===== src/include/wdc_pkg.sv =====
// constants and types for the watchpoint compare and debug register block
package wdc_pkg;
	// scan chain layout: data field, register address, direction
	localparam int WDC_DW           = 32;
	localparam int WDC_AW           = 5;
	localparam int WDC_CHAIN_W      = WDC_DW + WDC_AW + 1;
	localparam int WDC_CH_ADDR_LO   = WDC_DW;
	localparam int WDC_CH_RW        = WDC_DW + WDC_AW;
	// register addresses on the scan chain
	localparam logic [4:0] WDC_A_DBG_CTRL = 5'h00;
	localparam logic [4:0] WDC_A_DBG_STAT = 5'h01;
	localparam logic [4:0] WDC_A_VCATCH   = 5'h02;
	localparam logic [1:0] WDC_UNIT0_SEL  = 2'h1;
	localparam logic [1:0] WDC_UNIT1_SEL  = 2'h2;
	// register index inside one watchpoint unit
	localparam logic [2:0] WDC_I_ADDR_VAL  = 3'h0;
	localparam logic [2:0] WDC_I_ADDR_MASK = 3'h1;
	localparam logic [2:0] WDC_I_DATA_VAL  = 3'h2;
	localparam logic [2:0] WDC_I_DATA_MASK = 3'h3;
	localparam logic [2:0] WDC_I_CTRL_VAL  = 3'h4;
	localparam logic [2:0] WDC_I_CTRL_MASK = 3'h5;
	// watch control field positions
	localparam int WDC_CB_DIR    = 0;
	localparam int WDC_CB_SIZE   = 1;
	localparam int WDC_CB_STATE  = 2;
	localparam int WDC_CB_MODE   = 3;
	localparam int WDC_CB_PRIV   = 4;
	localparam int WDC_CB_EXT    = 5;
	localparam int WDC_CB_CHAIN  = 6;
	localparam int WDC_CB_RANGE  = 7;
	localparam int WDC_CB_ENABLE = 8;
	localparam int WDC_CVAL_W    = 9;
	localparam int WDC_CMASK_W   = 8;
	localparam logic [7:0] WDC_CMASK_WRITABLE = 8'hF7;
	// debug control, status and vector catch
	localparam int WDC_DCTRL_W    = 4;
	localparam int WDC_DC_REQ     = 0;
	localparam int WDC_DC_ACK     = 1;
	localparam int WDC_DC_IRQDIS  = 2;
	localparam int WDC_DC_STEP    = 3;
	localparam int WDC_DSTAT_W    = 5;
	localparam int WDC_VCATCH_W   = 8;
	localparam int WDC_VEC_LSB    = 2;
	localparam int WDC_VEC_MSB    = 4;
	// number of two-flop synchronised inputs
	localparam int WDC_NSYNC      = 10;
	typedef enum logic [2:0] {
		WDC_STEP_IDLE  = 3'b001,
		WDC_STEP_ARMED = 3'b010,
		WDC_STEP_RUN   = 3'b100
	} wdc_step_e;
endpackage


===== src/verilog/wdc_top.sv =====
// watchpoint compare, debug control/status, scan register access
`timescale 1ns/100ps
module wdc_top #(
	parameter int AW = 32,
	parameter int DW = 32
) (
	input  wire logic          clk_sys,
	input  wire logic          nrst,
	input  wire logic          tck,
	input  wire logic          ntrst,
	input  wire logic          tdi,
	input  wire logic          scan_capture,
	input  wire logic          scan_shift,
	input  wire logic          scan_update,
	output logic               tdo,
	input  wire logic [AW-1:0] data_addr,
	input  wire logic [DW-1:0] data_value,
	input  wire logic          access_direction_n,
	input  wire logic [1:0]    data_access_size,
	input  wire logic          data_translate,
	input  wire logic          data_valid,
	input  wire logic [AW-1:0] instr_addr,
	input  wire logic [DW-1:0] instr_data,
	input  wire logic          instr_translate,
	input  wire logic          fetch_valid,
	input  wire logic          exception_entry,
	input  wire logic          compressed_state_flag,
	input  wire logic          external_condition_unit0,
	input  wire logic          external_condition_unit1,
	input  wire logic          halt_request_in,
	input  wire logic          halt_acknowledge_out,
	input  wire logic          irq_enable_state,
	input  wire logic          system_access_done,
	output logic               watchpoint_hit,
	output logic               breakpoint_hit,
	output logic               single_step_en,
	output logic               force_halt_request,
	output logic               force_halt_ack,
	output logic               irq_disable
);
	logic [wdc_pkg::WDC_NSYNC-1:0]   sync_in;
	logic [wdc_pkg::WDC_NSYNC-1:0]   sync_q;
	logic                            tck_s;
	logic                            ntrst_s;
	logic                            tdi_s;
	logic                            capture_s;
	logic                            shift_s;
	logic                            update_s;
	logic                            req_s;
	logic                            ack_s;
	logic                            irqen_s;
	logic                            sysdone_s;
	logic                            tck_d;
	logic                            tck_rise;
	logic                            ack_d;
	logic [wdc_pkg::WDC_CHAIN_W-1:0] chain;
	logic [4:0]                      ch_addr;
	logic                            ch_write;
	logic                            upd_hit;
	logic [wdc_pkg::WDC_DCTRL_W-1:0] debug_control;
	logic [wdc_pkg::WDC_VCATCH_W-1:0] vector_catch;
	logic [wdc_pkg::WDC_DSTAT_W-1:0] debug_status;
	logic [31:0]                     rd_mux;
	logic [31:0]                     u0_rd;
	logic [31:0]                     u1_rd;
	logic                            u0_wr;
	logic                            u1_wr;
	logic [4:0]                      d_ctrl;
	logic [4:0]                      i_ctrl;
	logic                            u0_mode;
	logic                            u1_mode;
	logic                            u0_hit;
	logic                            u1_hit;
	logic                            u1_span;
	logic                            u1_link;
	logic                            u0_span;
	logic                            u0_link;
	logic                            vec_hit;
	logic                            step_hit;
	wdc_pkg::wdc_step_e              step_state;
	wdc_pkg::wdc_step_e              next_step_state;

	// scan pins and core status levels come from other domains
	assign sync_in = {system_access_done, irq_enable_state, halt_acknowledge_out,
		halt_request_in, scan_update, scan_shift, scan_capture, tdi, ntrst, tck};
	wdc_sync #(
		.W(wdc_pkg::WDC_NSYNC)
	) u_sync (
		.clk_sys  (clk_sys),
		.nrst     (nrst),
		.async_in (sync_in),
		.sync_out (sync_q)
	);
	assign {sysdone_s, irqen_s, ack_s, req_s, update_s, shift_s, capture_s, tdi_s, ntrst_s,
		tck_s} = sync_q;

	always_ff @(posedge clk_sys or negedge nrst) begin
		if (!nrst) begin
			tck_d <= 1'b0;
			ack_d <= 1'b0;
		end else begin
			tck_d <= tck_s;
			ack_d <= ack_s;
		end
	end
	assign tck_rise = tck_s & ~tck_d;

	assign ch_addr  = chain[wdc_pkg::WDC_CH_ADDR_LO +: wdc_pkg::WDC_AW];
	assign ch_write = chain[wdc_pkg::WDC_CH_RW];
	assign upd_hit  = tck_rise & update_s & ch_write;
	assign u0_wr    = upd_hit & (ch_addr[4:3] == wdc_pkg::WDC_UNIT0_SEL);
	assign u1_wr    = upd_hit & (ch_addr[4:3] == wdc_pkg::WDC_UNIT1_SEL);

	// status: ack, req, interrupt enable, access done, instruction state
	// ack is taken synchronised so bit 2 never sees a half-settled level
	assign debug_status = {compressed_state_flag, sysdone_s, irqen_s & ~ack_s, req_s, ack_s};

	always_comb begin
		rd_mux = '0;
		case (ch_addr)
			wdc_pkg::WDC_A_DBG_CTRL: rd_mux[wdc_pkg::WDC_DCTRL_W-1:0] = debug_control;
			wdc_pkg::WDC_A_DBG_STAT: rd_mux[wdc_pkg::WDC_DSTAT_W-1:0] = debug_status;
			wdc_pkg::WDC_A_VCATCH:   rd_mux[wdc_pkg::WDC_VCATCH_W-1:0] = vector_catch;
			default: begin
				if (ch_addr[4:3] == wdc_pkg::WDC_UNIT0_SEL)
					rd_mux = u0_rd;
				else if (ch_addr[4:3] == wdc_pkg::WDC_UNIT1_SEL)
					rd_mux = u1_rd;
				else
					rd_mux = '0;
			end
		endcase
	end

	// scan chain: capture loads data, shift moves toward tdo
	always_ff @(posedge clk_sys or negedge nrst) begin
		if (!nrst) begin
			chain <= '0;
			tdo   <= 1'b0;
		end else if (tck_rise && capture_s) begin
			chain[wdc_pkg::WDC_DW-1:0] <= rd_mux;
			tdo <= rd_mux[0];
		end else if (tck_rise && shift_s) begin
			chain <= {tdi_s, chain[wdc_pkg::WDC_CHAIN_W-1:1]};
			tdo   <= chain[1];
		end
	end

	// only debug control and vector catch take writes; status ignores them
	always_ff @(posedge clk_sys or negedge nrst) begin
		if (!nrst) begin
			debug_control <= '0;
			vector_catch  <= '0;
		end else if (upd_hit) begin
			if (ch_addr == wdc_pkg::WDC_A_DBG_CTRL)
				debug_control <= chain[wdc_pkg::WDC_DCTRL_W-1:0];
			if (ch_addr == wdc_pkg::WDC_A_VCATCH)
				vector_catch <= chain[wdc_pkg::WDC_VCATCH_W-1:0];
		end
	end

	// observed control: {privilege, mode, state or size hi, size lo, direction} per side
	assign d_ctrl = {data_translate, 1'b1, data_access_size, access_direction_n};
	// bits 1:0 carry no information here, software masks them
	assign i_ctrl = {instr_translate, 1'b0, compressed_state_flag, 2'b00};

	wdc_unit #(
		.AW(AW),
		.DW(DW)
	) u_wp1 (
		.clk_sys        (clk_sys),
		.nrst           (nrst),
		.wr_en          (u1_wr),
		.wr_idx         (ch_addr[2:0]),
		.wr_data        (chain[31:0]),
		.rd_idx         (ch_addr[2:0]),
		.test_reset     (~ntrst_s),
		.d_addr         (data_addr),
		.d_data         (data_value),
		.d_ctrl         (d_ctrl),
		.d_valid        (data_valid),
		.i_addr         (instr_addr),
		.i_data         (instr_data),
		.i_ctrl         (i_ctrl),
		.i_valid        (fetch_valid),
		.ext_in         (external_condition_unit1),
		.chain_in       (1'b0),
		.range_in       (1'b0),
		.rd_data        (u1_rd),
		.data_mode      (u1_mode),
		.hit            (u1_hit),
		.span_out       (u1_span),
		.link_out_latch (u1_link)
	);

	// unit 1 feeds unit 0's chain and range positions
	wdc_unit #(
		.AW(AW),
		.DW(DW)
	) u_wp0 (
		.clk_sys        (clk_sys),
		.nrst           (nrst),
		.wr_en          (u0_wr),
		.wr_idx         (ch_addr[2:0]),
		.wr_data        (chain[31:0]),
		.rd_idx         (ch_addr[2:0]),
		.test_reset     (~ntrst_s),
		.d_addr         (data_addr),
		.d_data         (data_value),
		.d_ctrl         (d_ctrl),
		.d_valid        (data_valid),
		.i_addr         (instr_addr),
		.i_data         (instr_data),
		.i_ctrl         (i_ctrl),
		.i_valid        (fetch_valid),
		.ext_in         (external_condition_unit0),
		.chain_in       (u1_link),
		.range_in       (u1_span),
		.rd_data        (u0_rd),
		.data_mode      (u0_mode),
		.hit            (u0_hit),
		.span_out       (u0_span),
		.link_out_latch (u0_link)
	);

	// vector fetch during exception entry, bit picked by vector number
	assign vec_hit = fetch_valid & exception_entry
		& (instr_addr[AW-1:wdc_pkg::WDC_VEC_MSB+1] == '0)
		& vector_catch[instr_addr[wdc_pkg::WDC_VEC_MSB:wdc_pkg::WDC_VEC_LSB]];

	// single step: armed on leaving debug, breaks on the fetch after one instruction
	always_comb begin
		next_step_state = step_state;
		case (step_state)
			wdc_pkg::WDC_STEP_IDLE:
				if (ack_d && !ack_s && debug_control[wdc_pkg::WDC_DC_STEP])
					next_step_state = wdc_pkg::WDC_STEP_ARMED;
			wdc_pkg::WDC_STEP_ARMED:
				if (ack_s)
					next_step_state = wdc_pkg::WDC_STEP_IDLE;
				else if (fetch_valid)
					next_step_state = wdc_pkg::WDC_STEP_RUN;
			wdc_pkg::WDC_STEP_RUN:
				if (ack_s || fetch_valid)
					next_step_state = wdc_pkg::WDC_STEP_IDLE;
			default: next_step_state = wdc_pkg::WDC_STEP_IDLE;
		endcase
	end
	assign step_hit = (step_state == wdc_pkg::WDC_STEP_RUN) & fetch_valid & ~ack_s;

	always_ff @(posedge clk_sys or negedge nrst) begin
		if (!nrst)
			step_state <= wdc_pkg::WDC_STEP_IDLE;
		else
			step_state <= next_step_state;
	end

	// hits steer watchpoint in data mode, breakpoint in instruction mode
	always_ff @(posedge clk_sys or negedge nrst) begin
		if (!nrst) begin
			watchpoint_hit <= 1'b0;
			breakpoint_hit <= 1'b0;
		end else begin
			watchpoint_hit <= (u0_hit & u0_mode) | (u1_hit & u1_mode);
			breakpoint_hit <= (u0_hit & ~u0_mode) | (u1_hit & ~u1_mode) | vec_hit | step_hit;
		end
	end

	always_ff @(posedge clk_sys or negedge nrst) begin
		if (!nrst) begin
			single_step_en     <= 1'b0;
			force_halt_request <= 1'b0;
			force_halt_ack     <= 1'b0;
			irq_disable        <= 1'b0;
		end else begin
			single_step_en     <= debug_control[wdc_pkg::WDC_DC_STEP];
			force_halt_request <= debug_control[wdc_pkg::WDC_DC_REQ];
			force_halt_ack     <= debug_control[wdc_pkg::WDC_DC_ACK];
			irq_disable        <= debug_control[wdc_pkg::WDC_DC_IRQDIS];
		end
	end

	property p_data_watch;
		@(posedge clk_sys) disable iff (!nrst) u0_hit && u0_mode |=> watchpoint_hit;
	endproperty
	a_data_watch: assert property (p_data_watch) else $error("data hit lost");

	property p_instr_break;
		@(posedge clk_sys) disable iff (!nrst) u0_hit && !u0_mode |=> breakpoint_hit;
	endproperty
	a_instr_break: assert property (p_instr_break) else $error("instruction hit lost");

	property p_status_ro;
		@(posedge clk_sys) disable iff (!nrst)
			upd_hit && ch_addr == wdc_pkg::WDC_A_DBG_STAT |=> $stable(debug_control)
			&& $stable(vector_catch);
	endproperty
	a_status_ro: assert property (p_status_ro) else $error("status write took effect");

	property p_ctrl_write;
		@(posedge clk_sys) disable iff (!nrst)
			upd_hit && ch_addr == wdc_pkg::WDC_A_DBG_CTRL |=> debug_control == $past(chain[3:0])
			##1 single_step_en == debug_control[3];
	endproperty
	a_ctrl_write: assert property (p_ctrl_write) else $error("debug control write wrong");

	property p_status_capture;
		@(posedge clk_sys) disable iff (!nrst)
			tck_rise && capture_s && ch_addr == wdc_pkg::WDC_A_DBG_STAT
			|=> chain[4:0] == $past(debug_status) && chain[31:5] == '0;
	endproperty
	a_status_capture: assert property (p_status_capture) else $error("status capture wrong");

	property p_step_break;
		@(posedge clk_sys) disable iff (!nrst)
			step_state == wdc_pkg::WDC_STEP_RUN && fetch_valid && !ack_s |=> breakpoint_hit;
	endproperty
	a_step_break: assert property (p_step_break) else $error("step did not break");

	property p_vec_catch;
		@(posedge clk_sys) disable iff (!nrst) vec_hit |=> breakpoint_hit;
	endproperty
	a_vec_catch: assert property (p_vec_catch) else $error("vector catch missed");

	property p_chain_feed;
		@(posedge clk_sys) disable iff (!nrst)
			$rose(u1_link) |-> $past(u1_span) && $past(ntrst_s);
	endproperty
	a_chain_feed: assert property (p_chain_feed) else $error("chain latch set without match");

	c_watch: cover property (@(posedge clk_sys) disable iff (!nrst) watchpoint_hit);
	c_step: cover property (@(posedge clk_sys) disable iff (!nrst)
		step_state == wdc_pkg::WDC_STEP_RUN ##1 breakpoint_hit);
	c_chain: cover property (@(posedge clk_sys) disable iff (!nrst) u1_link && u0_hit);
endmodule // wdc_top


===== src/verilog/wdc_sync.sv =====
// two-flop synchroniser for a vector of independent levels
`timescale 1ns/100ps
module wdc_sync #(
	parameter int W = 1
) (
	input  wire logic         clk_sys,
	input  wire logic         nrst,
	input  wire logic [W-1:0] async_in,
	output logic      [W-1:0] sync_out
);
	logic [W-1:0] meta;

	always_ff @(posedge clk_sys or negedge nrst) begin
		if (!nrst) begin
			meta     <= '0;
			sync_out <= '0;
		end else begin
			meta     <= async_in;
			sync_out <= meta;
		end
	end
endmodule // wdc_sync


===== src/verilog/wdc_unit.sv =====
// one watchpoint unit: value/mask registers, comparators, chain latch
`timescale 1ns/100ps
module wdc_unit #(
	parameter int AW = 32,
	parameter int DW = 32
) (
	input  wire logic          clk_sys,
	input  wire logic          nrst,
	input  wire logic          wr_en,
	input  wire logic [2:0]    wr_idx,
	input  wire logic [31:0]   wr_data,
	input  wire logic [2:0]    rd_idx,
	input  wire logic          test_reset,
	input  wire logic [AW-1:0] d_addr,
	input  wire logic [DW-1:0] d_data,
	input  wire logic [4:0]    d_ctrl,
	input  wire logic          d_valid,
	input  wire logic [AW-1:0] i_addr,
	input  wire logic [DW-1:0] i_data,
	input  wire logic [4:0]    i_ctrl,
	input  wire logic          i_valid,
	input  wire logic          ext_in,
	input  wire logic          chain_in,
	input  wire logic          range_in,
	output logic [31:0]        rd_data,
	output logic               data_mode,
	output logic               hit,
	output logic               span_out,
	output logic               link_out_latch
);
	logic [AW-1:0]                   addr_val;
	logic [AW-1:0]                   addr_mask;
	logic [DW-1:0]                   data_val;
	logic [DW-1:0]                   data_mask;
	logic [wdc_pkg::WDC_CVAL_W-1:0]  ctrl_val;
	logic [wdc_pkg::WDC_CMASK_W-1:0] ctrl_mask;
	logic [AW-1:0]                   obs_addr;
	logic [DW-1:0]                   obs_data;
	logic [7:0]                      obs_ctrl;
	logic                            obs_valid;
	logic                            addr_hit;
	logic                            ctrl_hit;
	logic                            data_hit;

	always_ff @(posedge clk_sys or negedge nrst) begin
		if (!nrst) begin
			addr_val  <= '0;
			addr_mask <= '0;
			data_val  <= '0;
			data_mask <= '0;
			ctrl_val  <= '0;
			ctrl_mask <= '0;
		end else if (wr_en) begin
			case (wr_idx)
				wdc_pkg::WDC_I_ADDR_VAL:  addr_val  <= wr_data[AW-1:0];
				wdc_pkg::WDC_I_ADDR_MASK: addr_mask <= wr_data[AW-1:0];
				wdc_pkg::WDC_I_DATA_VAL:  data_val  <= wr_data[DW-1:0];
				wdc_pkg::WDC_I_DATA_MASK: data_mask <= wr_data[DW-1:0];
				wdc_pkg::WDC_I_CTRL_VAL:  ctrl_val  <= wr_data[wdc_pkg::WDC_CVAL_W-1:0];
				// mode bit can never be masked, enable has no mask bit
				wdc_pkg::WDC_I_CTRL_MASK: ctrl_mask <= wr_data[7:0] & wdc_pkg::WDC_CMASK_WRITABLE;
				default: ;
			endcase
		end
	end

	// mode bit picks data side (1) or instruction side (0)
	assign data_mode = ctrl_val[wdc_pkg::WDC_CB_MODE];
	assign obs_addr  = data_mode ? d_addr : i_addr;
	assign obs_data  = data_mode ? d_data : i_data;
	assign obs_valid = data_mode ? d_valid : i_valid;
	// extern, chain and range positions
	assign obs_ctrl  = {range_in, chain_in, ext_in, (data_mode ? d_ctrl : i_ctrl)};

	// a set mask bit drops that position; all others must agree
	assign addr_hit = &(~(addr_val ^ obs_addr) | addr_mask);
	assign data_hit = &(~(data_val ^ obs_data) | data_mask);
	assign ctrl_hit = &(~(ctrl_val[7:0] ^ obs_ctrl) | ctrl_mask);
	assign span_out = obs_valid & addr_hit;
	assign hit = obs_valid & addr_hit & ctrl_hit & data_hit & ctrl_val[wdc_pkg::WDC_CB_ENABLE];

	// chain latch: address/control match enables, data match is stored
	always_ff @(posedge clk_sys or negedge nrst) begin
		if (!nrst)
			link_out_latch <= 1'b0;
		else if (test_reset || (wr_en && wr_idx == wdc_pkg::WDC_I_CTRL_VAL))
			link_out_latch <= 1'b0;
		else if (obs_valid && addr_hit && ctrl_hit)
			link_out_latch <= data_hit;
	end

	always_comb begin
		rd_data = '0;
		case (rd_idx)
			wdc_pkg::WDC_I_ADDR_VAL:  rd_data[AW-1:0] = addr_val;
			wdc_pkg::WDC_I_ADDR_MASK: rd_data[AW-1:0] = addr_mask;
			wdc_pkg::WDC_I_DATA_VAL:  rd_data[DW-1:0] = data_val;
			wdc_pkg::WDC_I_DATA_MASK: rd_data[DW-1:0] = data_mask;
			wdc_pkg::WDC_I_CTRL_VAL:  rd_data[wdc_pkg::WDC_CVAL_W-1:0] = ctrl_val;
			wdc_pkg::WDC_I_CTRL_MASK: rd_data[wdc_pkg::WDC_CMASK_W-1:0] = ctrl_mask;
			default: rd_data = '0;
		endcase
	end

	property p_mode_unmasked;
		@(posedge clk_sys) disable iff (!nrst) ctrl_mask[wdc_pkg::WDC_CB_MODE] == 1'b0;
	endproperty
	a_mode_unmasked: assert property (p_mode_unmasked) else $error("mode mask bit set");

	property p_link_clear;
		@(posedge clk_sys) disable iff (!nrst)
			(wr_en && wr_idx == wdc_pkg::WDC_I_CTRL_VAL) || test_reset |=> !link_out_latch;
	endproperty
	a_link_clear: assert property (p_link_clear) else $error("chain latch not cleared");

	property p_enable_gate;
		@(posedge clk_sys) disable iff (!nrst) hit |-> ctrl_val[wdc_pkg::WDC_CB_ENABLE] && addr_hit;
	endproperty
	a_enable_gate: assert property (p_enable_gate) else $error("hit without enable");
endmodule // wdc_unit


===== config.mk =====
export PLATFORM = sky130hd
export DESIGN_NAME = wdc_top
export DESIGN_NICKNAME = d
export VERILOG_FILES = /design/src/include/wdc_pkg.sv /design/src/verilog/wdc_top.sv /design/src/verilog/wdc_sync.sv /design/src/verilog/wdc_unit.sv
export SDC_FILE = /design/constraint.sdc
export NUM_CORES = 1
export LEC_CHECK = 0
export BUFFER_PORTS_ARGS = -buffer_cell sky130_fd_sc_hd__buf_2
export CAP_MARGIN = 15
export CORE_MARGIN = 10
export CORE_UTILIZATION = 47
export DETAILED_ROUTE_END_ITERATION = 16
export PLACE_DENSITY = 0.65
export SYNTH_ARGS = -nofsm -noshare
export SYNTH_HDL_FRONTEND = slang
export SYNTH_SLANG_ARGS = --single-unit

===== constraint.sdc =====
create_clock -name clk_sys -period 3.1 [get_ports clk_sys]
set_clock_uncertainty 0.1 [all_clocks]
set_input_delay 0.31 -clock clk_sys [delete_from_list [all_inputs] [get_ports clk_sys]]
set_output_delay 0.31 -clock clk_sys [all_outputs]
set_load 0.05 [all_outputs]

Word level (Yosys, flattened, before mapping)
Index checks and enable logic that the tools add are counted.
{ "classes": {"order_cmp": 1, "n_eq_ne": 15, "n_mux": 33, "n_bitwise": 51, "n_reduce_logical": 39} }
{ "op_table": {"columns": ["cell", "count"], "rows": [
  ["32-bit 2-to-1 mux", 8],
  ["23-bit case mux with 4 select lines", 2],
  ["32-bit inverter", 4],
  ["32-bit OR", 4],
  ["32-bit AND reduction", 4],
  ["32-bit bitwise XOR", 4],
  ["8-bit case mux with 6 select lines", 2],
  ["2-bit AND reduction", 15],
  ["27-bit logical NOT", 1],
  ["24-bit 2-to-1 mux", 1],
  ["1-bit AND", 23],
  ["8-bit inverter", 2],
  ["8-bit OR", 2],
  ["8-bit AND reduction", 2],
  ["3-bit 2-to-1 mux", 4],
  ["4-bit case mux with 3 select lines", 1],
  ["5-bit 2-to-1 mux", 2],
  ["1-bit case mux with 5 select lines", 2],
  ["3-bit by 2-bit == test with 1-bit output (second input constant)", 3],
  ["3-bit == test (second input constant)", 3],
  ["3-bit case mux with 3 select lines", 1],
  ["8-bit by 6-bit bitwise XOR with 8-bit output", 1],
  ["8-bit bitwise XOR", 1],
  ["1-bit logical AND", 7],
  ["other kinds (22)", 40]
]} }
{ "totals": {"register_bits": 371, "in_bits": 151, "out_inout_bits": 7} }

Logic depth before layout (Yosys ltp)
Gate-level depths: netlist (run 1).
{ "logic_depth": {"depth_word": 17, "ltp_mapped": 11} }

Modules after synthesis
From an unflattened synthesis (run 1), not the netlist that was laid out.
{ "hier_totals": {"cells_unflattened": 1742, "area_unflattened_um2": 20617.3} }
{ "modules_own_cells": {"columns": ["mod", "instances", "cells_per_inst", "area_each_um2"], "rows": [
  ["wdc_unit", 2, 713, 8494.4],
  ["wdc_top", 1, 296, 3128.0],
  ["wdc_sync", 1, 20, 500.5]
]} }

Worst setup path after synthesis (run 1)
No wires, ideal clock.
{ "synth_timing": {"kind": "register to register", "start": "register u_wp0.ctrl_val[3] in the netlist's numbering", "end": "register breakpoint_hit", "arrival_ps": 2499, "setup_slack_ps": 432, "stages_incl_launch_ff": 11, "path_buffers": 3, "period_less_slack_ps": 2668, "cell_sequence": "dfrtp_1 -> clkbuf_1 -> buf_2 -> buf_2 -> mux2i_1 -> xor2_1 -> o22ai_1 -> nor4_1 -> nand3b_1 -> or4b_1 -> nand3_1"} }
{ "synth_via": {"elab_chain_cells": 13, "word_cells_on_any_way": 25} }
{ "synth_lines": {"columns": ["element", "line_no", "text"], "rows": [
  ["from (decl)", "wdc_unit.sv:35", "logic [wdc_pkg::WDC_CVAL_W-1:0] ctrl_val;"],
  ["from (signal assigned)", "wdc_unit.sv:59", "wdc_pkg::WDC_I_CTRL_VAL: ctrl_val <= wr_data[wdc_pkg::WDC_CVAL_W-1:0];"],
  ["32-bit 2-to-1 mux", "wdc_unit.sv:69", "assign obs_addr = data_mode ? d_addr : i_addr;"],
  ["32-bit bitwise XOR", "wdc_unit.sv:76", "assign addr_hit = &(~(addr_val ^ obs_addr) | addr_mask);"],
  ["32-bit inverter", "wdc_unit.sv:76", null],
  ["32-bit OR", "wdc_unit.sv:76", null],
  ["32-bit AND reduction", "wdc_unit.sv:76", null],
  ["1-bit AND", null, null],
  ["1-bit AND (3 in series)", "wdc_unit.sv:80", "assign hit = obs_valid & addr_hit & ctrl_hit & data_hit & ctrl_val[wdc_pkg::WDC_CB_ENABLE];"],
  ["1-bit AND *", "wdc_top.sv:265", "breakpoint_hit <= (u0_hit & ~u0_mode) | (u1_hit & ~u1_mode) | vec_hit | step_hit;"],
  ["1-bit OR * (3 in series)", "wdc_top.sv:265", null],
  ["to (signal assigned)", "wdc_top.sv:265", null],
  ["to (decl)", "wdc_top.sv:35", "output logic breakpoint_hit,"]
]} }
Every way passes the cells marked *; elsewhere a longest branch is shown, timed or not.
A chain may end at the register's enable or synchronous reset.

Worst setup path after layout (run 1)
{ "layout_timing": {"start": "register u_wp1.ctrl_val[3] in the netlist's numbering", "end": "register breakpoint_hit"} }
{ "layout_via": {"elab_chain_cells": 17, "word_cells_on_any_way": 33} }
{ "layout_lines": {"columns": ["element", "line_no", "text"], "rows": [
  ["from (decl)", "wdc_unit.sv:35", null],
  ["from (signal assigned)", "wdc_unit.sv:59", null],
  ["32-bit 2-to-1 mux", "wdc_unit.sv:69", null],
  ["32-bit bitwise XOR", "wdc_unit.sv:76", null],
  ["32-bit inverter", "wdc_unit.sv:76", null],
  ["32-bit OR", "wdc_unit.sv:76", null],
  ["32-bit AND reduction", "wdc_unit.sv:76", null],
  ["1-bit AND", "wdc_unit.sv:79, wdc_unit.sv:80", null],
  ["8-bit bitwise XOR", "wdc_unit.sv:78", "assign ctrl_hit = &(~(ctrl_val[7:0] ^ obs_ctrl) | ctrl_mask);"],
  ["8-bit inverter", "wdc_unit.sv:78", null],
  ["8-bit OR", "wdc_unit.sv:78", null],
  ["8-bit AND reduction", "wdc_unit.sv:78", null],
  ["1-bit AND (3 in series)", "wdc_unit.sv:80", null],
  ["1-bit AND", "wdc_top.sv:265", null],
  ["1-bit OR * (3 in series)", "wdc_top.sv:265", null]
]} }
Marks and branches as above.

==> results of run 1 <==
-- metal layers --
layer	GRT usage, %	up-vias	share of wire, %
li1	-	6272	-
met1	37.0	7703	41
met2	43.6	757	46
met5	0	-	0
met4	12.5	0	4.4
met3	6.79	153	9.0
-- registers in the layout, indices dropped and copies added (netlist names), 32 cells and up --
signal           count
u_wp1.data_val      32
u_wp1.addr_mask     32
u_wp1.addr_val      32
u_wp0.data_val      32
u_wp0.addr_mask     32
u_wp0.data_mask     32
u_wp1.data_mask     32
chain               38
u_wp0.addr_val      32
-- Yosys cell counts (all sizes together) (2+ instances only) --
master  number  share of area, %
dfrtp      369                48
mux2       306                18
mux2i      149               7.7
xor2       132               6.0
a22oi      104               4.1
o22ai       69               2.2
clkbuf      66               1.3
a21oi       51               1.3
buf         50               1.2
o21ai       41               1.1
nor2        35              0.68
nand2       28              0.55
nor4        28              0.94
mux4        24               2.8
nor3        18              0.47
nor2b       13              0.42
a31oi       12              0.39
a221o        8              0.42
a211oi       7              0.27
inv          6              0.12
nand2b       6              0.19
nand3        5              0.13
nand4        5              0.16
o221ai       5              0.23
a221oi       3              0.14
a222oi       3              0.16
and2         3             0.097
xnor2        3              0.14
a22o         2             0.091
and3         2             0.065
nand3b       2             0.078
nor3b        2             0.078
-- worst max path at each step --
| stage | from | endpoint | slack (ps) | cells after the start |
|---|---|---|---|---|
| 2_1_floorplan | u_wp0.ctrl_val[3]$_DFFE_PN0P_ | breakpoint_hit$_DFF_PN0_ | 430 | 10 |
| 3_3_place_gp | u_wp1.ctrl_val[3]$_DFFE_PN0P_ | breakpoint_hit$_DFF_PN0_ | -80 | 9 |
| 3_5_place_dp | u_wp1.ctrl_val[3]$_DFFE_PN0P_ | breakpoint_hit$_DFF_PN0_ | 20 | 9 |
| 4_1_cts | u_wp1.ctrl_val[3]$_DFFE_PN0P_ | breakpoint_hit$_DFF_PN0_ | 50 | 9 |
| 5_1_grt | u_wp1.ctrl_val[3]$_DFFE_PN0P_ | breakpoint_hit$_DFF_PN0_ | 6 | 9 |
| 6_report | u_wp1.ctrl_val[3]$_DFFE_PN0P_ | breakpoint_hit$_DFF_PN0_ | 60 | 9 |
-- placed cells by master (no fill, tap or decap), types with 5 or more instances in the layout --
cell and n:
dfrtp_1 365, nor3_2 8, clkbuf_8 8, clkbuf_1 16
a221o_1 8, a31oi_1 12, o21ai_1 27, o21ai_0 13
o221ai_1 5, nor2_1 31, nand2_1 28, mux2_2 119
mux2i_1 146, a22oi_1 104, o22ai_1 69, a21oi_1 51
nand4_1 5, buf_2 156, xor2_1 132, inv_1 5
mux2_1 187, mux4_2 24, nor4_1 26, nor2b_1 13
buf_12 15, buf_4 75, nand3_1 5, dlygate4sd3_1 11
nor3_1 10, nand2b_1 6, a211oi_1 7, clkbuf_16 45
-- logic make-up after synthesis --
logic type	synth area share, %
compound gates	10.6
xor+xnor	6.14
buf+inv	2.56
flops	48.1
mux	28.5
simple gates	4.14
-- area by class of cell --
class,count,area (um2)
Inverter,6,22.5
Clock buffer,69,1300
Timing Repair Buffer,258,1770
Antenna cell,1,2.50
Sequential cell,370,9270
Clock inverter,6,86.3
Multi-Input combinational cell,1077,9580
Fill cell,3442,18000
Tap cell,532,666
-- worst max-delay path, delay by kind of cell, from the launching register on --
kind / cells / cell delay, ps
AO/OA/AOI/OAI: 1 / 180
XOR/XNOR: 1 / 230
buffers and inverters: 1 / 220
flip-flops: 1 / 470
multiplexers: 2 / 680
AND/OR/NAND/NOR: 4 / 1050
-- metrics by stage --
stage          total power [W]  setup TNS [ps]  hold slack [ps]
6_report                0.0124               0             61.9
5_1_grt                 0.0127               0             80.3
4_1_cts                 0.0124               0             35.1
3_5_place_dp           0.00736               0              235
3_3_place_gp           0.00734            -130              233
2_1_floorplan          0.00624               0            -85.6
-- power groups by stage --
stage                     registers [W]  logic (W)  clock network, W
after floorplan                 0.00525   0.000994                 0
after global placement          0.00530    0.00204                 0
after detailed placement        0.00530    0.00205                 0
after CTS                       0.00522    0.00207           0.00513
after global routing            0.00524    0.00218           0.00532
final                           0.00522    0.00211           0.00509
-- repair_timing --
item                                    4_1_cts  5_1_grt
endpoints found under the setup margin        1        1
gates resized for setup                       1        3
gates cloned                                  0        0
pin swaps                                     0        0
hold endpoints to repair                     82        0
hold buffers                                 11        0
buffers inserted                              0        0
==> out/metrics.yaml, run 1 <==
rows: 74
relSlewSlack_pct: 49.5
first_iter_violations: 1486
crit_chain: "buf_12 > mux2i_2 > xor2_1 > o22ai_1 > nor4_1 > nand4_1 > mux2_1 > or4b_1 > nand3_1"
die_w_um: 222
final_cells: 2319
dpl.cell_count: 2232
crit_path_max_fanout: 22
syn_area_mm2: 0.0193
grt_pass1_wl_um: 105000
worst_slack_ps: 59.6
ys_types: 52
routed_via_density: 6.42
netlist_instances: 1569
wl_per_cell_um: 30.8
yosysSeqAreaShare_pct: 48.1
run_status: "completed"
cts_buffers: 42
irDropWorstVdd_mv: 0.380
fmax_mhz: 329
worstPathArrival_ps: 3450
post-route-util_pct: 55.8
firstDrtPassIters: 5
synth_flop_cell: "dfrtp_1"
initial_core_util_pct: 47.4
end_kind: "flip-flop"
syn_nets: 1720
required_ps: 3510
cap_violations: 0
internal_power_w: 0.00865
hold_violations: 0
nNetsFinal: 1906
clockPowerShare_pct: 41.0
period_needed_ps: 3040
root_buffer: "clkbuf_16"
timing.rr.end: "breakpoint_hit$_DFF_PN0_"
path_clk_slew_ps: 60
place_area_mm2: 0.0212
drc: 0
max_stage_delay_ps: 500
dp_hpwl_um: 51200
crit_path_start_kind: "flip-flop"
cts_tree: "done"
power_density_mw_per_mm2: 547
clock-sinks: 370
tightest_slew_ps: 758
ios: 158
final_area_mm2: 0.0227
clockBufferDepth: 3
dp_worst_setup_slack_ps: 23.9
drive_gt1_share_pct: 26.5
r2r_setup_slack_ps: 60
min_to: "chain[4]$_DFFE_PN0P_"
fin_crit_sh_pct: 98.1
critPathKind: "reg2reg"
fp.dieArea_mm2: 0.0495
ant_nets: 0
io_buffers: 157
grt_max_degree: 81
synth-edff-count: 0
grt.total_usage_pct: 28.2
reg2reg_from: "u_wp1.ctrl_val[3]$_DFFE_PN0P_"
ys_ff_latch: 370
crit_slowest_cell: "or4b_1"
p_leak_nw: 10.5
slew_violations: 0
switchingPower_w: 0.00377
clk_latency_ps: 580
combPwrFrac_pct: 17.0
avgSynthCellArea_um2: 12.3
gp_congestion: 0.979
htreeDepth: 2
power_frac_seq_pct: 42.1
ff2ff_path_depth: 9
switching_share_pct: 30.3
rsz0062_at_grt: "false"
antenna_found_initial: 1
setup_viol_count_final: 0
core_mm2: 0.0406
hold_start: "compressed_state_flag"
die_h_um: 222
wirelength_um: 71400
yosys_warnings: 0
grt_pass1_vias: 15300
synthArstFlopShare_pct: 100
hold_path_depth: 3
hp-class: "in2reg"
gr-total-overflow: 0
syn_to_final_growth_pct: 17.9
vias: 14900
(Power assumes the default switching activity.)
==> run 2: changes to the inputs <==
--- a/config.mk
+++ b/config.mk
@@ -8,9 +8,9 @@
 export BUFFER_PORTS_ARGS = -buffer_cell sky130_fd_sc_hd__buf_2
 export CAP_MARGIN = 15
 export CORE_MARGIN = 10
-export CORE_UTILIZATION = 47
+export CORE_UTILIZATION = 50
 export DETAILED_ROUTE_END_ITERATION = 16
-export PLACE_DENSITY = 0.65
+export PLACE_DENSITY = 0.69
 export SYNTH_ARGS = -nofsm -noshare
 export SYNTH_HDL_FRONTEND = slang
 export SYNTH_SLANG_ARGS = --single-unit
==> out/metrics.yaml, run 2 (synthesis gave the netlist of run 1 again) <==
required_ps: 3510  # about the same
nFillCells: 3098  # -10%
period_needed_ps: 3060  # +20.5 ps
reg2reg_from: "u_wp0.ctrl_val[3]$_DFFE_PN0P_"
ios: 158  # unchanged
grt.total_usage_pct: 29.5  # +1.3 points
p_leak_nw: 10.6  # +0.53%
top_register: "chain"
relSlewSlack_pct: 13.3  # -36 points
cts_buffers: 41  # -2.4%
fmax_mhz: 327  # -0.67%
slew_violations: 0  # unchanged
fin_crit_sh_pct: 98.7  # +0.66 points
min_to: "breakpoint_hit$_DFF_PN0_"
power_density_mw_per_mm2: 540  # -1.4%
clock-sinks: 370  # unchanged
final_cell_mix: "365 x dfrtp_1, 186 x mux2_1, 156 x buf_2"
grt_pass1_vias: 15300  # +0.23%
io_buffers: 157  # unchanged
syn_to_final_growth_pct: 18.2
die_w_um: 216  # -2.8%
clockBufferDepth: 3  # unchanged
nNetsFinal: 1913  # +0.37%
grt_pass1_wl_um: 103000  # -1.4%
tightest_slew_ps: 1300  # +543 ps
crit_path_start_kind: "flip-flop"
fp.dieArea_mm2: 0.0468  # -5.5%
finalPower_w: 0.0123  # -1.1%
rsz0062_at_grt: "true"
hp-class: "in2reg"
dp_hpwl_um: 50400  # -1.7%
end_kind: "flip-flop"
vias: 15200  # +2.1%
root_buffer: "clkbuf_16"
firstDrtPassIters: 6  # +1
grt_max_degree: 77  # -4.9%
antenna_cells: 0  # -1
first_iter_violations: 1729  # +16%
routed_via_density: 6.60  # +2.8%
ff2ff_path_depth: 10  # +1
critPathKind: "reg2reg"
hold_path_depth: 3  # unchanged
drive_gt1_share_pct: 27.5  # +0.97 points
rows: 71  # -4.1%
path_clk_slew_ps: 70  # about the same
timing.rr.end: "breakpoint_hit$_DFF_PN0_"
die_h_um: 216  # -2.8%
tns_ps: 0  # unchanged
worstPathArrival_ps: 3470  # +20 ps
place_area_mm2: 0.0211  # -0.21%
cts_tree: "done"
hold_violations: 0  # unchanged
gp_congestion: 0.949  # -3.1%
clk_latency_ps: 570  # about the same
run_status: "completed"
drc: 0  # unchanged
wl_per_cell_um: 30.7  # -0.24%
antenna_found_initial: 2  # +1
r2r_setup_slack_ps: 40  # -20 ps
wirelength_um: 70700  # -0.92%
initial_core_util_pct: 50.9  # +3.5 points
hold_start: "fetch_valid"
core_mm2: 0.0378  # -6.9%
ant_nets: 0  # unchanged
irDropWorstVdd_mv: 0.443  # +16%
largest_register_ffs: 38  # unchanged
htreeDepth: 2  # unchanged
setup_viol_count_final: 0  # unchanged
final_area_mm2: 0.0227  # +0.24%
gr-total-overflow: 0  # unchanged
cap_violations: 0  # unchanged
crit_path_max_fanout: 22  # unchanged
final_common_cell: "dfrtp_1"
run 2: worst max path at each step:
stage | startpoint | end
floorplan | u_wp0.ctrl_val[3]$_DFFE_PN0P_ | breakpoint_hit$_DFF_PN0_
global placement | u_wp1.ctrl_val[3]$_DFFE_PN0P_ | breakpoint_hit$_DFF_PN0_
detailed placement | u_wp1.ctrl_val[3]$_DFFE_PN0P_ | breakpoint_hit$_DFF_PN0_
CTS | u_wp1.ctrl_val[3]$_DFFE_PN0P_ | breakpoint_hit$_DFF_PN0_
global route | u_wp1.ctrl_val[3]$_DFFE_PN0P_ | breakpoint_hit$_DFF_PN0_
finish | u_wp0.ctrl_val[3]$_DFFE_PN0P_ | breakpoint_hit$_DFF_PN0_
run 2: critical path, stage by stage (launching register included):
cell and delay, ps:
dfrtp_4 440, buf_12 210, buf_4 210, mux2i_1 310, xor2_1 220, o22ai_1 130, nor4_1 420, buf_4 220
nand3b_1 90, or4b_1 480, nand3_1 110
run 2: what timing repair did:
action | CTS | global route
setup endpoints to repair | 1 | 3
gates resized for setup | 2 | 12
hold buffers | 11 | 0
buffers inserted | 4 | 8
hold endpoints to repair | 78 | 0
pin swaps | 0 | 3
run 2: power breakdown:
part	switching [W]	total, W	internal, W
sequential	0.000256	0.00523	0.00497
combinational	0.00144	0.00210	0.000662
clock	0.00204	0.00496	0.00292
run 2: metrics by stage:
step                instances  setup slack [ps]  util [%]  hold slack [ps]
floorplan                1569               432         -            -85.6
global placement         2207              26.4      55.9              234
detailed placement       2207             -24.4      55.9              236
CTS                      2295              6.35      59.8             6.06
global route             2303             -78.3      60.1             30.2
finish                   2303              39.1      60.1             29.8
run 2: final cells by class:
| type | instances | area, um2 | area share [%] |
|---|---|---|---|
| Inverter | 6 | 22.5 | 0.0990 |
| Timing Repair Buffer | 266 | 1840 | 8.10 |
| Multi-Input combinational cell | 1077 | 9630 | 42.3 |
| Clock buffer | 65 | 1250 | 5.48 |
| Tap cell | 511 | 639 | 2.81 |
| Clock inverter | 8 | 98.8 | 0.435 |
| Sequential cell | 370 | 9270 | 40.8 |
run 2: routing by layer:
layer  vias to the layer above  wire length (um)  GRT usage (%)  part of all wire, %
met5                         -                13              0                0.018
met4                         2              2580           11.8                  3.7
met2                       977             32100           45.3                   45
li1                       6275                 -              -                    -
met3                       151              7340           6.60                   10
met1                      7795             28700           39.9                   41
==> run 3: changes to the inputs <==
--- a/config.mk
+++ b/config.mk
@@ -8,9 +8,9 @@
 export BUFFER_PORTS_ARGS = -buffer_cell sky130_fd_sc_hd__buf_2
 export CAP_MARGIN = 15
 export CORE_MARGIN = 10
-export CORE_UTILIZATION = 50
+export CORE_UTILIZATION = 44
 export DETAILED_ROUTE_END_ITERATION = 16
-export PLACE_DENSITY = 0.69
+export SKIP_LAST_GASP = 1
 export SYNTH_ARGS = -nofsm -noshare
 export SYNTH_HDL_FRONTEND = slang
 export SYNTH_SLANG_ARGS = --single-unit
==> out/metrics.yaml, run 3 (synthesis gave the netlist of run 1 again) <==
crit_path_start_kind: "flip-flop"
critPathKind: "reg2reg"
wl_per_cell_um: 31.0  # +0.87%
firstDrtPassIters: 6  # unchanged
clock-sinks: 370  # unchanged
setup_viol_count_final: 0  # unchanged
finalPower_w: 0.0126  # +2.2%
crit_family: "simple AND/OR/NAND/NOR gates"
nFillCells: 3774  # +22%
gp_congestion: 0.955  # +0.67%
grt.total_usage_pct: 27.2  # -2.3 points
run_status: "completed"
first_iter_violations: 1765  # +2.1%
core_mm2: 0.0432  # +14%
hold_path_depth: 3  # unchanged
cts_tree: "done"
grt_util_met1_pct: 37.0  # -2.9 points
grt_pass1_wl_um: 106000  # +2.9%
period_needed_ps: 2990  # -70.5 ps
p_leak_nw: 10.5  # -0.17%
vias: 15000  # -1.4%
drc: 0  # unchanged
rows: 76  # +7.0%
syn_to_final_growth_pct: 19.1
grt_use_met3_pct: 5.32  # -1.3 points
relSlewSlack_pct: 41.0  # +28 points
power_density_mw_per_mm2: 547  # +1.4%
initial_core_util_pct: 44.6  # -6.3 points
die_w_um: 229  # +6.0%
hold_violations: 0  # unchanged
drive_gt1_share_pct: 27.4  # -0.13 points
fmax_mhz: 334  # +2.4%
worstPathArrival_ps: 3410  # -60 ps
final_cell_mix: "365 x dfrtp_1, 186 x mux2_1, 156 x buf_2"
io_buffers: 157  # unchanged
crit_chain: "buf_12 > mux2i_1 > xor2_1 > o22ai_1 > nor4_2 > nand4_1 > nand3b_1 > or4b_1 > nand3_1"
routed_via_density: 6.33  # -4.1%
grt_pass1_vias: 15300  # -0.31%
dp_hpwl_um: 52800  # +5.0%
die_h_um: 229  # +6.0%
clk_latency_ps: 580  # about the same
largest_register_ffs: 38  # unchanged
top_register: "chain"
crit_path_max_fanout: 24  # +9.1%
htreeDepth: 2  # unchanged
hold_start: "compressed_state_flag"
slew_violations: 0  # unchanged
reg2reg_from: "u_wp0.ctrl_val[3]$_DFFE_PN0P_"
hp-class: "in2reg"
cap_violations: 0  # unchanged
fin_crit_sh_pct: 96.5  # -2.3 points
rsz0062_at_grt: "false"
clockBufferDepth: 3  # unchanged
critPathBufInv: 1  # -2
ant_nets: 0  # unchanged
grt.busiest_layer: "met2"
post-route-util_pct: 53.1  # -7.0 points
path_clk_slew_ps: 60  # about the same
max_stage_delay_ps: 490  # about the same
min_to: "chain[4]$_DFFE_PN0P_"
final_common_cell: "dfrtp_1"
use_met2_pct: 41.4  # -3.9 points
grt_max_degree: 86  # +12%
ios: 158  # unchanged
fp.dieArea_mm2: 0.0525  # +12%
tightest_slew_ps: 886  # -415 ps
wirelength_um: 73400  # +3.7%
crit_slowest_cell: "dfrtp_4"
root_buffer: "clkbuf_16"
end_kind: "flip-flop"
required_ps: 3510  # about the same
nNetsFinal: 1904  # -0.47%
ff2ff_path_depth: 9  # -1
timing.rr.end: "breakpoint_hit$_DFF_PN0_"
antenna_found_initial: 1  # -1
r2r_setup_slack_ps: 110  # +70 ps
irDropWorstVdd_mv: 0.388  # -12%
cts_buffers: 42  # +2.4%
gr-total-overflow: 0  # unchanged
## run 3: worst reg2reg max path, stage by stage (launching register included)
cell      delay (ps)
dfrtp_4          490
buf_12           250
mux2i_1          410
xor2_1           190
o22ai_1          130
nor4_2           420
nand4_1          130
nand3b_1         190
or4b_1           490
nand3_1          100
## run 3: final cells by class
class,count,area (um2),area share [%]
multi-input cells,1077,9670,42.2
clock buffers,58,1180,5.15
repair buffers,256,1840,8.01
flip-flops and latches,370,9270,40.4
inverters,6,22.5,0.0982
diodes,1,2.50,0.0109
clock inverters,15,221,0.966
well taps,585,732,3.19
## run 3: what timing repair did
item,CTS,global route
pin swaps,1,8
hold endpoints to repair,85,0
gates resized for setup,4,16
cloned,0,2
setup buffers,0,4
hold buffers,11,0
setup endpoints to repair,1,3
## run 3: metal layers
layer	share of wire (%)	wire length, um
met5	0	0
met3	8.7	6390
met2	45	32900
met4	4.2	3070
met1	42	31000
## run 3: how the worst max path moves through the flow
stage	start	end	depth (start not counted)	slack, ps
floorplan	u_wp0.ctrl_val[3]$_DFFE_PN0P_	breakpoint_hit$_DFF_PN0_	10	430
global placement	u_wp1.ctrl_val[3]$_DFFE_PN0P_	breakpoint_hit$_DFF_PN0_	9	-110
detailed placement	u_wp1.ctrl_val[3]$_DFFE_PN0P_	breakpoint_hit$_DFF_PN0_	9	-90
CTS	u_wp1.ctrl_val[3]$_DFFE_PN0P_	breakpoint_hit$_DFF_PN0_	9	1
global route	u_wp0.ctrl_val[3]$_DFFE_PN0P_	breakpoint_hit$_DFF_PN0_	9	10
finish	u_wp0.ctrl_val[3]$_DFFE_PN0P_	breakpoint_hit$_DFF_PN0_	9	110
## run 3: through the flow
step / area (um2) / hold WS (ps) / setup slack, ps / setup TNS [ps] / cells
3_5_place_dp: 21200 / 235 / -87.9 / -87.9 / 2277
3_3_place_gp: 21200 / 233 / -105 / -105 / 2277
5_1_grt: 22900 / 88.0 / 12.7 / 0 / 2367
6_report: 22900 / 26.5 / 110 / 0 / 2368
2_1_floorplan: 19300 / -85.6 / 432 / 0 / 1569
4_1_cts: 22800 / 9.24 / 0.978 / 0 / 2361
## run 3: power breakdown
group          internal [W]  leakage [nW]  total [W]  switching [W]
clock               0.00308         0.689    0.00516        0.00208
sequential          0.00497          5.10    0.00524       0.000267
combinational      0.000682          4.76    0.00216        0.00148
total               0.00873          10.5     0.0126        0.00382
